### src/pkg/soft_reset_pkg.sv
// Operation
// - first control register accepts written bits only where capability mask one allows
// - second control register accepts written bits only where capability mask two allows
// - first control register at offset 0x040, read/write, clears to zero on reset
// - second control register at offset 0x044, clears to zero on reset
// - reserved bits read zero and ignore writes; software preserves them
// - first register bit 20 resets the pulse-width modulation module
// - first register bit 16 resets converter module 0
// - first register bit 6 resets the hibernation module
// - first register bit 3 resets the watchdog unit
// - second register bits 26..24 reset comparators 2, 1, 0
// - second register bits 18..16 reset general-purpose timers 2, 1, 0
// - second register bit 12 resets two-wire unit 0
// - second register bit 8 resets quadrature encoder unit 0
// - second register bit 4 resets synchronous serial unit 0
// - second register bits 2..0 reset asynchronous serial units 2, 1, 0
package soft_reset_pkg;

  localparam int          ADDR_W     = 12;
  localparam int          DATA_W     = 32;

  localparam logic [11:0] OFS_GROUP0 = 12'h040;
  localparam logic [11:0] OFS_GROUP1 = 12'h044;
  localparam logic [31:0] RESET_VAL  = 32'h0000_0000;

  // group 0 field positions
  localparam int          BIT_PWM    = 20;
  localparam int          BIT_ADC    = 16;
  localparam int          BIT_HIB    = 6;
  localparam int          BIT_WDOG   = 3;

  // group 1 field positions
  localparam int          BIT_COMPARATOR0_RESET_BIT  = 24;
  localparam int          BIT_GP_RESET_BIT_A = 16;
  localparam int          BIT_TWI0   = 12;
  localparam int          BIT_QENC0  = 8;
  localparam int          BIT_SSER0  = 4;
  localparam int          BIT_ASER0  = 0;
  localparam int          NUM_COMP   = 3;
  localparam int          NUM_TIMER  = 3;
  localparam int          NUM_ASER   = 3;

  // implemented (non-reserved) bits of each register
  localparam logic [31:0] IMPL_GROUP0 = 32'h0011_0048;
  localparam logic [31:0] IMPL_GROUP1 = 32'h0707_1117;

  typedef enum logic [1:0] {
    SEL_NONE,
    SEL_GROUP0,
    SEL_GROUP1
  } reg_sel_t;

  function automatic reg_sel_t decodeAddr(input logic [11:0] addr);
    reg_sel_t sel;
    sel = SEL_NONE;
    if (addr == OFS_GROUP0) begin
      sel = SEL_GROUP0;
    end else if (addr == OFS_GROUP1) begin
      sel = SEL_GROUP1;
    end
    return sel;
  endfunction : decodeAddr

endpackage : soft_reset_pkg

### src/rtl/peripheral_soft_reset_regs.sv
`timescale 1ns/1ns
module peripheral_soft_reset_regs (
  input  wire logic        clk,
  input  wire logic        reset,
  input  wire logic        psel,
  input  wire logic        penable,
  input  wire logic        pwrite,
  input  wire logic [11:0] paddr,
  input  wire logic [31:0] pwdata,
  output logic      [31:0] prdata,
  output logic             pready,
  output logic             pslverr,
  input  wire logic [31:0] capabilityMaskOne,
  input  wire logic [31:0] capabilityMaskTwo,
  output logic             pwmReset,
  output logic             adcReset,
  output logic             hibernationReset,
  output logic             watchdogReset,
  output logic      [2:0]  comparatorReset,
  output logic      [2:0]  timerReset,
  output logic             twoWire0Reset,
  output logic             quadEncoder0Reset,
  output logic             syncSerial0Reset,
  output logic      [2:0]  asyncSerialReset
);

  logic [31:0]              group0_r;
  logic [31:0]              group1_r;
  logic [31:0]              prdata_r;
  logic [31:0]              writeEn0;
  logic [31:0]              writeEn1;
  logic [31:0]              readVal;
  soft_reset_pkg::reg_sel_t setupSel;
  soft_reset_pkg::reg_sel_t accessSel;
  logic                     accessCyc;
  logic                     wrGroup0;
  logic                     wrGroup1;

  // zero wait states: every access completes in its first access cycle
  assign pready    = 1'b1;
  assign accessCyc = psel && penable;
  assign setupSel  = soft_reset_pkg::decodeAddr(paddr);
  assign accessSel = setupSel;
  assign pslverr   = accessCyc && (accessSel == soft_reset_pkg::SEL_NONE);
  assign wrGroup0  = accessCyc && pwrite && (accessSel == soft_reset_pkg::SEL_GROUP0);
  assign wrGroup1  = accessCyc && pwrite && (accessSel == soft_reset_pkg::SEL_GROUP1);

  // absent peripherals and reserved bits keep their value on write
  assign writeEn0 = soft_reset_pkg::IMPL_GROUP0 & capabilityMaskOne;
  assign writeEn1 = soft_reset_pkg::IMPL_GROUP1 & capabilityMaskTwo;

  always_ff @(posedge clk or posedge reset) begin
    if (reset) begin
      group0_r <= soft_reset_pkg::RESET_VAL;
    end else if (wrGroup0) begin
      group0_r <= (group0_r & ~writeEn0) | (pwdata & writeEn0);
    end
  end

  always_ff @(posedge clk or posedge reset) begin
    if (reset) begin
      group1_r <= soft_reset_pkg::RESET_VAL;
    end else if (wrGroup1) begin
      group1_r <= (group1_r & ~writeEn1) | (pwdata & writeEn1);
    end
  end

  always_comb begin
    case (setupSel)
      soft_reset_pkg::SEL_GROUP0: readVal = group0_r & soft_reset_pkg::IMPL_GROUP0;
      soft_reset_pkg::SEL_GROUP1: readVal = group1_r & soft_reset_pkg::IMPL_GROUP1;
      default:                    readVal = 32'h0000_0000;
    endcase
  end

  // read data is captured in the setup cycle so prdata comes from a flop
  always_ff @(posedge clk or posedge reset) begin
    if (reset) begin
      prdata_r <= 32'h0000_0000;
    end else if (psel && !penable && !pwrite) begin
      prdata_r <= readVal;
    end
  end

  assign prdata = prdata_r;

  // reset lines are the register bits themselves, so they glitch-free follow the flops
  assign pwmReset          = group0_r[soft_reset_pkg::BIT_PWM];
  assign adcReset          = group0_r[soft_reset_pkg::BIT_ADC];
  assign hibernationReset  = group0_r[soft_reset_pkg::BIT_HIB];
  assign watchdogReset     = group0_r[soft_reset_pkg::BIT_WDOG];
  assign twoWire0Reset     = group1_r[soft_reset_pkg::BIT_TWI0];
  assign quadEncoder0Reset = group1_r[soft_reset_pkg::BIT_QENC0];
  assign syncSerial0Reset  = group1_r[soft_reset_pkg::BIT_SSER0];

  for (genvar i = 0; i < 3; i++) begin : g_triple
    assign comparatorReset[i]  = group1_r[soft_reset_pkg::BIT_COMPARATOR0_RESET_BIT + i];
    assign timerReset[i]       = group1_r[soft_reset_pkg::BIT_GP_RESET_BIT_A + i];
    assign asyncSerialReset[i] = group1_r[soft_reset_pkg::BIT_ASER0 + i];
  end
endmodule : peripheral_soft_reset_regs

### config.mk
export PLATFORM = sky130hd
export DESIGN_NAME = peripheral_soft_reset_regs
export DESIGN_NICKNAME = d
export VERILOG_FILES = /design/src/pkg/soft_reset_pkg.sv /design/src/rtl/peripheral_soft_reset_regs.sv
export SDC_FILE = /design/constraint.sdc
export NUM_CORES = 1
export LEC_CHECK = 0
export ABC_AREA = 0
export BUFFER_PORTS_ARGS = -buffer_cell sky130_fd_sc_hd__buf_2
export CAP_MARGIN = 30
export CORE_AREA = 3 3 55 94
export DETAILED_ROUTE_END_ITERATION = 8
export DIE_AREA = 0 0 58 97
export PLACE_DENSITY_LB_ADDON = 0.08
export SYNTH_ARGS = -nofsm -noshare
export SYNTH_HDL_FRONTEND = slang
export SYNTH_SLANG_ARGS = --single-unit
### constraint.sdc
create_clock -name clk -period 3.8 [get_ports clk]
set_input_delay 0.76 -clock clk [delete_from_list [all_inputs] [get_ports clk]]
set_output_delay 0.76 -clock clk [all_outputs]
set_load 0.05 [all_outputs]
=== After elaboration in Yosys (flattened, before gate mapping) ===
Cells that the tools add are included.
Widths: inputs -> output; s select.

* Div/mod/pow operators: 0
* Reduce and logical (&&, ||, !) cells: 10
* Multipliers: 0
* $add $sub $neg: 0
* Shift-type cells: 0
* Equal/unequal tests: 4
* Mux-type cells: 3
* $lt $le $gt $ge: 0
* Bitwise gates (word level): 8

{| class="wikitable"
|+ Operator list
! kind !! count
|-
| $and 32x32->32 || 2
|-
| $or 32x32->32 || 2
|-
| $pmux 27 s2 || 1
|-
| $and 32x21->32 || 1
|-
| $and 32x27->32 || 1
|-
| $not 21->32 || 1
|-
| $not 27->32 || 1
|-
| $eq 12x7->1 const B || 2
|-
| $logic_and 1x1->1 || 7
|-
| $mux 2 || 2
|-
| $eq 2x1->1 const B || 1
|-
| $eq 2x2->1 const B || 1
|-
| $logic_not 1->1 || 2
|-
| $logic_not 2->1 || 1
|}

* Bits of input ports: 113
* Word-level logic and storage cells: 28
* ROM bits: 0
* Bits in registers: 96
* Bits in latches: 0
* Memory bits (writable): 0
* Memories: 0

=== Longest topological paths before layout ===
Gate-level depths: netlist of run 1.

* Depth after elaboration: 5
* Depth in mapped cells: 6
* Gate-level depth less buffers: 3

=== Worst setup path after synthesis of run 1 ===
No wires, ideal clock.

* Path kind: input to output
* Start point: in paddr[6]
* End point: out pslverr
* Data required time: 3.040 ns
* Stages: 5
* Path slack: 0.965 ns
* Arrival time: 2.075 ns
* Cells stage by stage: or4b_1 buf_2 buf_6 nor2_1 a21oi_1

* Longest elaborated chain between the ends: 5
* Elaborated cells between the ends (all ways): 6
* Those cells by class: eq/ne (2); mux (2); reduce/logical (2)

{| class="wikitable"
|+ Ends and longest elaborated chain
! item !! RTL line !! source
|-
| start, declared || peripheral_soft_reset_regs.sv:8 || <nowiki>input wire logic [11:0] paddr,</nowiki>
|-
| $eq 12x7->1 || soft_reset_pkg.sv:58 || <nowiki>end else if (addr == OFS_GROUP1) begin</nowiki>
|-
| $mux 2 || soft_reset_pkg.sv:58 ||
|-
| $mux 2 (*) || soft_reset_pkg.sv:56 || <nowiki>if (addr == OFS_GROUP0) begin</nowiki>
|-
| $logic_not 2->1 (*) || peripheral_soft_reset_regs.sv:44 || <nowiki>assign pslverr = accessCyc && (accessSel == soft_reset_pkg::SEL_NONE);</nowiki>
|-
| $logic_and 1x1->1 (*) || peripheral_soft_reset_regs.sv:44 ||
|-
| end, declared || peripheral_soft_reset_regs.sv:12 || <nowiki>output logic pslverr,</nowiki>
|}

Every way passes the cells marked *; elsewhere a longest branch is shown, timed or not.

=== Worst setup path after layout of run 1 ===
* Start point: in paddr[5]
* End point: out pslverr

The elaborated chain is that of the path after synthesis.

==> results of run 1 <==
## worst register-to-register path: stages, from the launching register on
cell     delay (ps)
dfrtp_1         400
mux2i_1         140
nor2_1           50
a31o_2          250
## report_power, final
part           leakage (µW)  internal [µW]  switching, µW  total [µW]
Clock             0.0000470            142            112         254
Combinational      0.000641           25.4           75.2         101
Sequential         0.000433            330         0.0778         330
Total               0.00112            497            187         685
## metrics by stage
| step | total power, µW | cell area, µm² |
|---|---|---|
| after global routing | 713 | 2140 |
| final | 685 | 2140 |
| after detailed placement | 437 | 2050 |
| after CTS | 694 | 2140 |
| after global placement | 432 | 2020 |
| after floorplan | 420 | 1780 |
## kinds of logic (layout without fill, tap and decap cells)
logic type | after synthesis | after routing | synth area share (%)
and+or+nand+nor | 51 | 51 | 22.6
buffers and inverters | 33 | 90 | 13.3
DFF | 31 | 31 | 45.2
muxes | 17 | 17 | 11.1
AOI/OAI and AO/OA | 16 | 16 | 7.29
other | 2 | 18 | 0.438
## cell type report
cell class	instances	share of cell area (%)
multi-input combinational	102	36.0
timing repair buffer	82	20.5
tap	51	2.98
clock buffer	6	3.86
inverter	1	0.175
sequential	31	36.3
clock inverter	1	0.234
## cells in the mapped netlist (3+ instances only)
cell,n
mux2_2,7
a22o_1,11
buf_4,19
o21ai_0,3
nand4_1,16
buf_2,3
mux2_1,9
clkbuf_1,4
dfrtp_1,31
nor4_2,9
nor4_1,7
nand2_1,7
buf_6,4
## routing by layer
metal	GRT usage [%]	wire, µm
met5	0	0
met1	17.0	1490
met4	5.36	65
met2	25.7	2100
met3	3.60	436
## worst min path at each step
stage | start | end | slack (ps) | depth (start not counted)
finish | prdata[6]$_DFFE_PP0P_ | prdata[6]$_DFFE_PP0P_ | 490 | 2
detailed placement | prdata[6]$_DFFE_PP0P_ | prdata[6]$_DFFE_PP0P_ | 480 | 2
global placement | prdata[20]$_DFFE_PP0P_ | prdata[20]$_DFFE_PP0P_ | 470 | 2
CTS | prdata[6]$_DFFE_PP0P_ | prdata[6]$_DFFE_PP0P_ | 490 | 2
floorplan | prdata[20]$_DFFE_PP0P_ | prdata[20]$_DFFE_PP0P_ | 760 | 2
global route | prdata[6]$_DFFE_PP0P_ | prdata[6]$_DFFE_PP0P_ | 520 | 2
==> reports/qor.yml, run 1 <==
status:
  outcome: "finished, final reports clean"
placed_design:
  place_inst: 267
  gp_congestion: 0.688
  hpwl_um: 3230
  place_ws_ps: 983
  portBuffers: 79
setup_path:
  worstPathMaxFanout: 19
  slowest_delay_ps: 510
  critPathCapture: "pslverr"
  critical_path_depth: 6
  r2r_end: "prdata[16]$_DFFE_PP0P_"
  rrSetupSlack_ps: 2850
  required_ps: 3040
  crit_chain: "buf_2, or4b_1, buf_4, nor2_1, a21oi_1, buf_2"
  startpoint_type: "primary input"
  critPathTopFamily: "simple AND/OR/NAND/NOR gates"
  cp-end-kind: "output port"
  crit_buf_inv: 3
  r2r_cells: 3
  worstSetupStartpoint: "paddr[5]"
  cp.arrival_ps: 2070
  cpMostUsedCell: "buf_2"
  cpMaxStageDelayCell: "or4b_1"
  critical_path_class: "in2out"
timing:
  timing.hold.ws_ps: 492
  drv_slew: 0
  worst_slack_ps: 973
  relSlewSlack_pct: 65.4
  fmax_ghz: 0.354
  finalSetupTns_ps: 0
  finalSetupViolCount: 0
  rsz0062_at_grt: "no"
  skew_ps: 5.83
  max_slew.worst_pin.slew_ps: 519
  period_minus_slack_ps: 2830
  finalHoldViolations: 0
  finalCritPeriodShare_pct: 74.4
synth:
  avgSynthCellArea_um2: 11.4
  synth-edff-count: 0
  synth_cell_types: 30
  netlist.area_leader.share_pct: 45.2
  synth_seq_area_share_pct: 45.2
  synth_area_mm2: 0.00172
  yosys_warnings: 0
  synth_top_cell_by_area: "dfrtp_1"
  ys.flop_type: "dfrtp_1"
  synth_area_leaders: "dfrtp_1, buf_4, nor4_2"
  async_flop_share_pct: 100
  ys_ff_latch: 31
  synthesis.instances: 150
clocking:
  clock-root-buffer: "clkbuf_8"
  worstSkewPairLatency_ps: 280
  numCtsBuffers: 5
  htree_levels: 2
  cts.sinks: 31
  cts_tree: "built"
  cts_hold_buffers: 0
  clockBufferDepth: 2
  post_cts_resize_count: 0
  post-cts-setup-buffer-count: 0
  clkTransAtPathRegs_ps: 60
grt:
  grt_pass1_vias: 1426
  gr-total-overflow: 0
  antenna_found_initial: 0
  grt_max_degree: 21
  grt_use_total_pct: 14.8
  grt_pass1_wl_um: 6610
floorplan:
  die_y_um: 97
  start_util_pct: 38.3
  io_pins: 163
  die_area_mm2: 0.00563
  rows: 32
  core_mm2: 0.00448
  die_w_um: 58
final_layout:
  register_area_um2: 776
  num_antenna_cells: 0
  mostFrequentLayoutCells: "buf_2, dfrtp_1, conb_1"
  final_cells: 274
  syn2layout_area_growth_pct: 24.7
  fillers: 465
  layout-drive-gt1-share_pct: 49.3
  layout_commonest_cell: "buf_2"
  nNetsFinal: 336
  multi_input_area_um2: 771
  fin_util_pct: 47.7
power_and_ir_drop:
  p_per_area_mw_per_mm2: 320
  ir_worst_vdd_v: 0.000185
  leakagePower_uw: 0.00112
routing:
  viasPerCell: 5.17
  antenna_left: 0
  drcViolationCount: 0
  dr_total_vias: 1417
  wl_um: 4090
  wire_per_inst_um: 14.9
  first_pass_iters: 4
  first_iter_violations: 37
min_path:
  min-delay-path-class: "reg2reg"
flow_run:
  drv_cap: 0
No activity file was read; power rests on OpenSTA's default activity.
==> run 2: changes to the inputs <==
- CORE_AREA: 3 3 55 94 -> 3 3 59 102
- DIE_AREA: 0 0 58 97 -> 0 0 62 105
- clock period: 3.8 -> 2.6 ns (I/O delays scaled with it)
==> run 2 against run 1 <==
  * Routed wire length up 10%
  * Hold slack worse by 180 ps
  * Final cell count up 9.9%
  * Utilization down 6.2 points
  * Global-route usage down 0.59 points
  * Sequential share of layout area down 1.0 points
  * Clock skew down 4.4 ps
  * Worst setup slack worse by 760 ps
  * Non-clock buffer count up 3
  * Critical path depth down 1
  * Combinational power up 46%
==> reports/qor.yml, run 2 (synthesized netlist as in run 1, its figures left out) <==
status:
  outcome: "finished, final reports clean"
timing:
  finalSetupViolCount: 0
  finalHoldViolations: 0
  finalSetupTns_ps: 0
  drv_slew: 0
  fmax_ghz: 0.419
  period_minus_slack_ps: 2390
  finalCritPeriodShare_pct: 91.9
  rsz0062_at_grt: "no"
  skew_ps: 1.39
  timing.hold.ws_ps: 316
floorplan:
  die_w_um: 62
  core_mm2: 0.00530
  die_y_um: 105
  start_util_pct: 32.4
  die_area_mm2: 0.00651
  rows: 35
  io_pins: 163
routing:
  dr_total_vias: 1430
  antenna_left: 0
  first_pass_iters: 4
  wire_per_inst_um: 15.0
  drcViolationCount: 0
  viasPerCell: 4.75
  wl_um: 4500
  first_iter_violations: 40
placed_design:
  hpwl_um: 3540
  portBuffers: 79
  place_inst: 293
  gp_congestion: 0.687
clocking:
  cts_tree: "built"
  post-cts-setup-buffer-count: 0
  clock-root-buffer: "clkbuf_8"
  post_cts_resize_count: 0
  numCtsBuffers: 5
  htree_levels: 2
  clkTransAtPathRegs_ps: 70
  worstSkewPairLatency_ps: 280
  cts_hold_buffers: 0
  cts.sinks: 31
  clockBufferDepth: 2
setup_path:
  cpMostUsedCell: "buf_2"
  cpMaxStageDelayCell: "or4b_1"
  required_ps: 2080
  crit_chain: "buf_2, or4b_1, nor2_1, a21oi_1, buf_2"
  r2r_end: "prdata[16]$_DFFE_PP0P_"
  rrSetupSlack_ps: 1640
  cp.arrival_ps: 1870
  worstPathMaxFanout: 11
  r2r_cells: 3
  slowest_delay_ps: 740
  cp-end-kind: "output port"
  startpoint_type: "primary input"
  critical_path_class: "in2out"
min_path:
  min-delay-path-class: "in2async"
grt:
  antenna_found_initial: 0
  grt_pass1_vias: 1426
  grt_max_degree: 32
  grt_use_total_pct: 14.2
  gr-total-overflow: 0
  grt_pass1_wl_um: 7070
power_and_ir_drop:
  p_per_area_mw_per_mm2: 509
  leakagePower_uw: 0.00114
  ir_worst_vdd_v: 0.000261
final_layout:
  layout_commonest_cell: "buf_2"
  layout-drive-gt1-share_pct: 50.2
  nNetsFinal: 339
  syn2layout_area_growth_pct: 28.3
  final_cells: 301
  mostFrequentLayoutCells: "buf_2, dfrtp_1, conb_1"
  fin_util_pct: 41.5
  num_antenna_cells: 0
flow_run:
  drv_cap: 0
run 2: area by class of cell:
type	instances	area (µm²)
Timing Repair Buffer	85	440
Inverter	1	3.75
Clock inverter	2	35.0
Clock buffer	6	82.6
Multi-Input combinational cell	102	771
Fill cell	557	3100
Tap cell	74	92.6
Sequential cell	31	776
run 2: how the worst max path moves through the flow:
stage	slack (ps)	from	depth (start not counted)	end
2_1_floorplan	250	paddr[6]	5	pslverr
3_3_place_gp	200	paddr[5]	5	flop
3_5_place_dp	150	paddr[5]	5	flop
4_1_cts	220	paddr[5]	5	pslverr
5_1_grt	160	paddr[5]	5	pslverr
6_report	210	paddr[5]	5	pslverr
run 2: power by group:
part	leakage, µW	total [µW]	internal (µW)	switching [µW]
clock network	0.0000612	491	310	181
logic	0.000648	147	35.5	111
registers	0.000433	482	482	0.113
run 2: worst max-delay path: cells and delay by family:
kind | cells | cell delay, ps
buf+inv | 2 | 320
compound gates | 1 | 80
simple gates | 2 | 950
run 2: per-stage QoR:
stage / cell area (µm²) / power [µW] / worst slack [ps]
floorplan: 1780 / 614 / 246
global placement: 2080 / 636 / 197
detailed placement: 2080 / 638 / 153
CTS: 2200 / 1140 / 216
global route: 2200 / 1170 / 164
finish: 2200 / 1120 / 212
run 2: layer usage:
metal | vias to the layer above | global-route usage [%] | share of wire (%)
met5 | - | 0 | 0
met4 | 0 | 4.10 | 1.3
met3 | 5 | 3.46 | 7.7
met2 | 64 | 24.0 | 53
met1 | 684 | 17.1 | 38
li1 | 677 | - | -
==> run 3: changes to the inputs <==
- ABC_AREA: 0 -> 1
- PLACE_DENSITY: default -> 0.77
- PLACE_DENSITY_LB_ADDON: 0.08 -> default
==> run 3 against run 2 <==
  * Clock skew increased by 5.1 ps
  * Non-clock buffer count decreased by 2
  * Synthesized cell count increased by 41%
  * Count of clock-buffer cells in the layout unchanged
  * Power decreased by 0.11%
  * Register-to-register slack improved by 190 ps
  * Sequential power about the same
  * Critical path type unchanged
==> reports/qor.yml, run 3 <==
status:
  outcome: "finished, final reports clean"
setup_path:
  required_ps: 2080
  r2r_end: "prdata[16]$_DFFE_PP0P_"
  worstPathMaxFanout: 5
  crit_buf_inv: 3
  startpoint_type: "primary input"
  slowest_delay_ps: 210
  cpMaxStageDelayCell: "buf_2"
  critPathTopFamily: "simple AND/OR/NAND/NOR gates"
  critical_path_class: "in2out"
  crit_chain: "buf_2, inv_1, nand2_1, nor2_2, nand2_1, nor2_2, nor3_1, buf_2"
  cp.arrival_ps: 1430
  rrSetupSlack_ps: 1830
  cp-end-kind: "output port"
  r2r_cells: 4
clocking:
  clockBufferDepth: 2
  cts_tree: "built"
  numCtsBuffers: 5
  cts.sinks: 31
  cts_hold_buffers: 0
  htree_levels: 2
  clock-root-buffer: "clkbuf_8"
  worstSkewPairLatency_ps: 280
  post-cts-setup-buffer-count: 0
  clkTransAtPathRegs_ps: 60
  post_cts_resize_count: 0
grt:
  grt_pass1_vias: 1579
  grt_max_degree: 33
  antenna_found_initial: 0
  grt_use_total_pct: 14.8
  grt_pass1_wl_um: 7350
  gr-total-overflow: 0
synth:
  synth_area_mm2: 0.00173
  synthesis.instances: 211
  synth_fa_ha_area_share_pct: 0
  synth.top_cells.by_count: "nand2_1, nand4_1, dfrtp_1"
  ys_ff_latch: 31
  ys.flop_type: "dfrtp_1"
  synth_area_leaders: "dfrtp_1, nand2_1, nand4_1"
  yosys.area_share.simple_pct: 39.3
  synth_xor_area_share_pct: 0
  netlist.area_leader.share_pct: 44.8
  synth_top_family_by_area: "simple AND/OR/NAND/NOR gates"
  synth_seq_area_share_pct: 44.8
  synth_cell_types: 19
  synth_compound_area_share_pct: 0.867
  yosys_warnings: 0
  yosysMostFrequentCell: "nand2_1"
  synth_top_cell_by_area: "dfrtp_1"
  async_flop_share_pct: 100
  synth-edff-count: 0
  avgSynthCellArea_um2: 8.21
  synthMuxAreaShare_pct: 0
floorplan:
  core_mm2: 0.00530
  die_w_um: 62
  start_util_pct: 32.7
  rows: 35
  die_area_mm2: 0.00651
  io_pins: 163
  die_y_um: 105
timing:
  finalSetupViolCount: 0
  drv_slew: 0
  finalSetupTns_ps: 0
  finalHoldViolations: 0
  max_slew.worst_pin.slew_ps: 610
  period_minus_slack_ps: 1950
  skew_ps: 6.47
  rsz0062_at_grt: "no"
  relSlewSlack_pct: 59.2
  fmax_ghz: 0.512
  finalCritPeriodShare_pct: 75.1
final_layout:
  stdcell_area_mm2: 0.00222
  syn2layout_area_growth_pct: 28.4
  nNetsFinal: 403
  layout_commonest_cell: "buf_2"
  mostFrequentLayoutCells: "buf_2, nand2_1, nand4_1"
  num_antenna_cells: 0
  layout-drive-gt1-share_pct: 36.8
power_and_ir_drop:
  ir_worst_vdd_v: 0.000258
  p_per_area_mw_per_mm2: 503
  leakagePower_uw: 0.00134
routing:
  first_iter_violations: 47
  antenna_left: 0
  first_pass_iters: 4
  wl_um: 4450
  dr_total_vias: 1621
  drcViolationCount: 0
  viasPerCell: 4.44
  wire_per_inst_um: 12.2
flow_run:
  drv_cap: 0
placed_design:
  portBuffers: 79
  gp_congestion: 0.851
  placed_cell_area_mm2: 0.00211
  hpwl_um: 3510
min_path:
  min-delay-path-class: "in2async"
==> run 3: per-layer routing <==
| metal | track usage (%) | part of all wire [%] | vias up |
|---|---|---|---|
| met1 | 18.1 | 39 | 715 |
| met4 | 6.53 | 2.4 | 0 |
| met5 | 0 | 0 | - |
| met2 | 24.4 | 51 | 73 |
| li1 | - | - | 825 |
| met3 | 2.35 | 6.7 | 8 |
==> run 3: worst max-delay path by stage <==
stage | from | end | slack [ps] | cells past startpoint
2_1_floorplan | paddr[0] | pslverr | 190 | 6
3_3_place_gp | paddr[7] | pslverr | 650 | 8
3_5_place_dp | paddr[7] | pslverr | 650 | 8
4_1_cts | paddr[7] | pslverr | 640 | 8
5_1_grt | paddr[7] | pslverr | 520 | 8
6_report | paddr[7] | pslverr | 650 | 8
==> run 3: power breakdown <==
part / internal, µW / switching, µW / total [µW]
Sequential: 482 / 0.142 / 482
Clock: 310 / 182 / 492
Combinational: 34.6 / 111 / 145
Total: 827 / 293 / 1120
==> run 3: cell families (layout without fill, tap and decap cells) <==
family                 count (synthesis)  in the layout
other                                  2             18
and+or+nand+nor                      135            135
buffers and inverters                 40            104
AOI/OAI and AO/OA                      3              3
DFF                                   31             31
==> run 3: cell type report <==
| type | instances | area [µm²] |
|---|---|---|
| clock buffer | 6 | 82.6 |
| clock inverter | 2 | 35.0 |
| fill | 549 | 3080 |
| inverter | 13 | 48.8 |
| multi-input combinational | 156 | 763 |
| sequential | 31 | 776 |
| tap | 74 | 92.6 |
| timing repair buffer | 83 | 425 |
==> run 3: worst register-to-register path: stages, from the launching register on <==
cell and delay (ps):
dfrtp_1 400, nand3_1 100, nand2_1 60, nand2_1 60, nand2_1 40
==> run 3: per-stage QoR <==
stage	util, %	setup WS [ps]	hold slack, ps	cells	total power (µW)
finish	42.0	648	309	365	1120
global route	42.0	522	362	365	1160
CTS	42.0	644	316	365	1130
detailed placement	39.7	645	463	357	637
global placement	39.7	648	463	357	636
floorplan	-	193	624	227	608
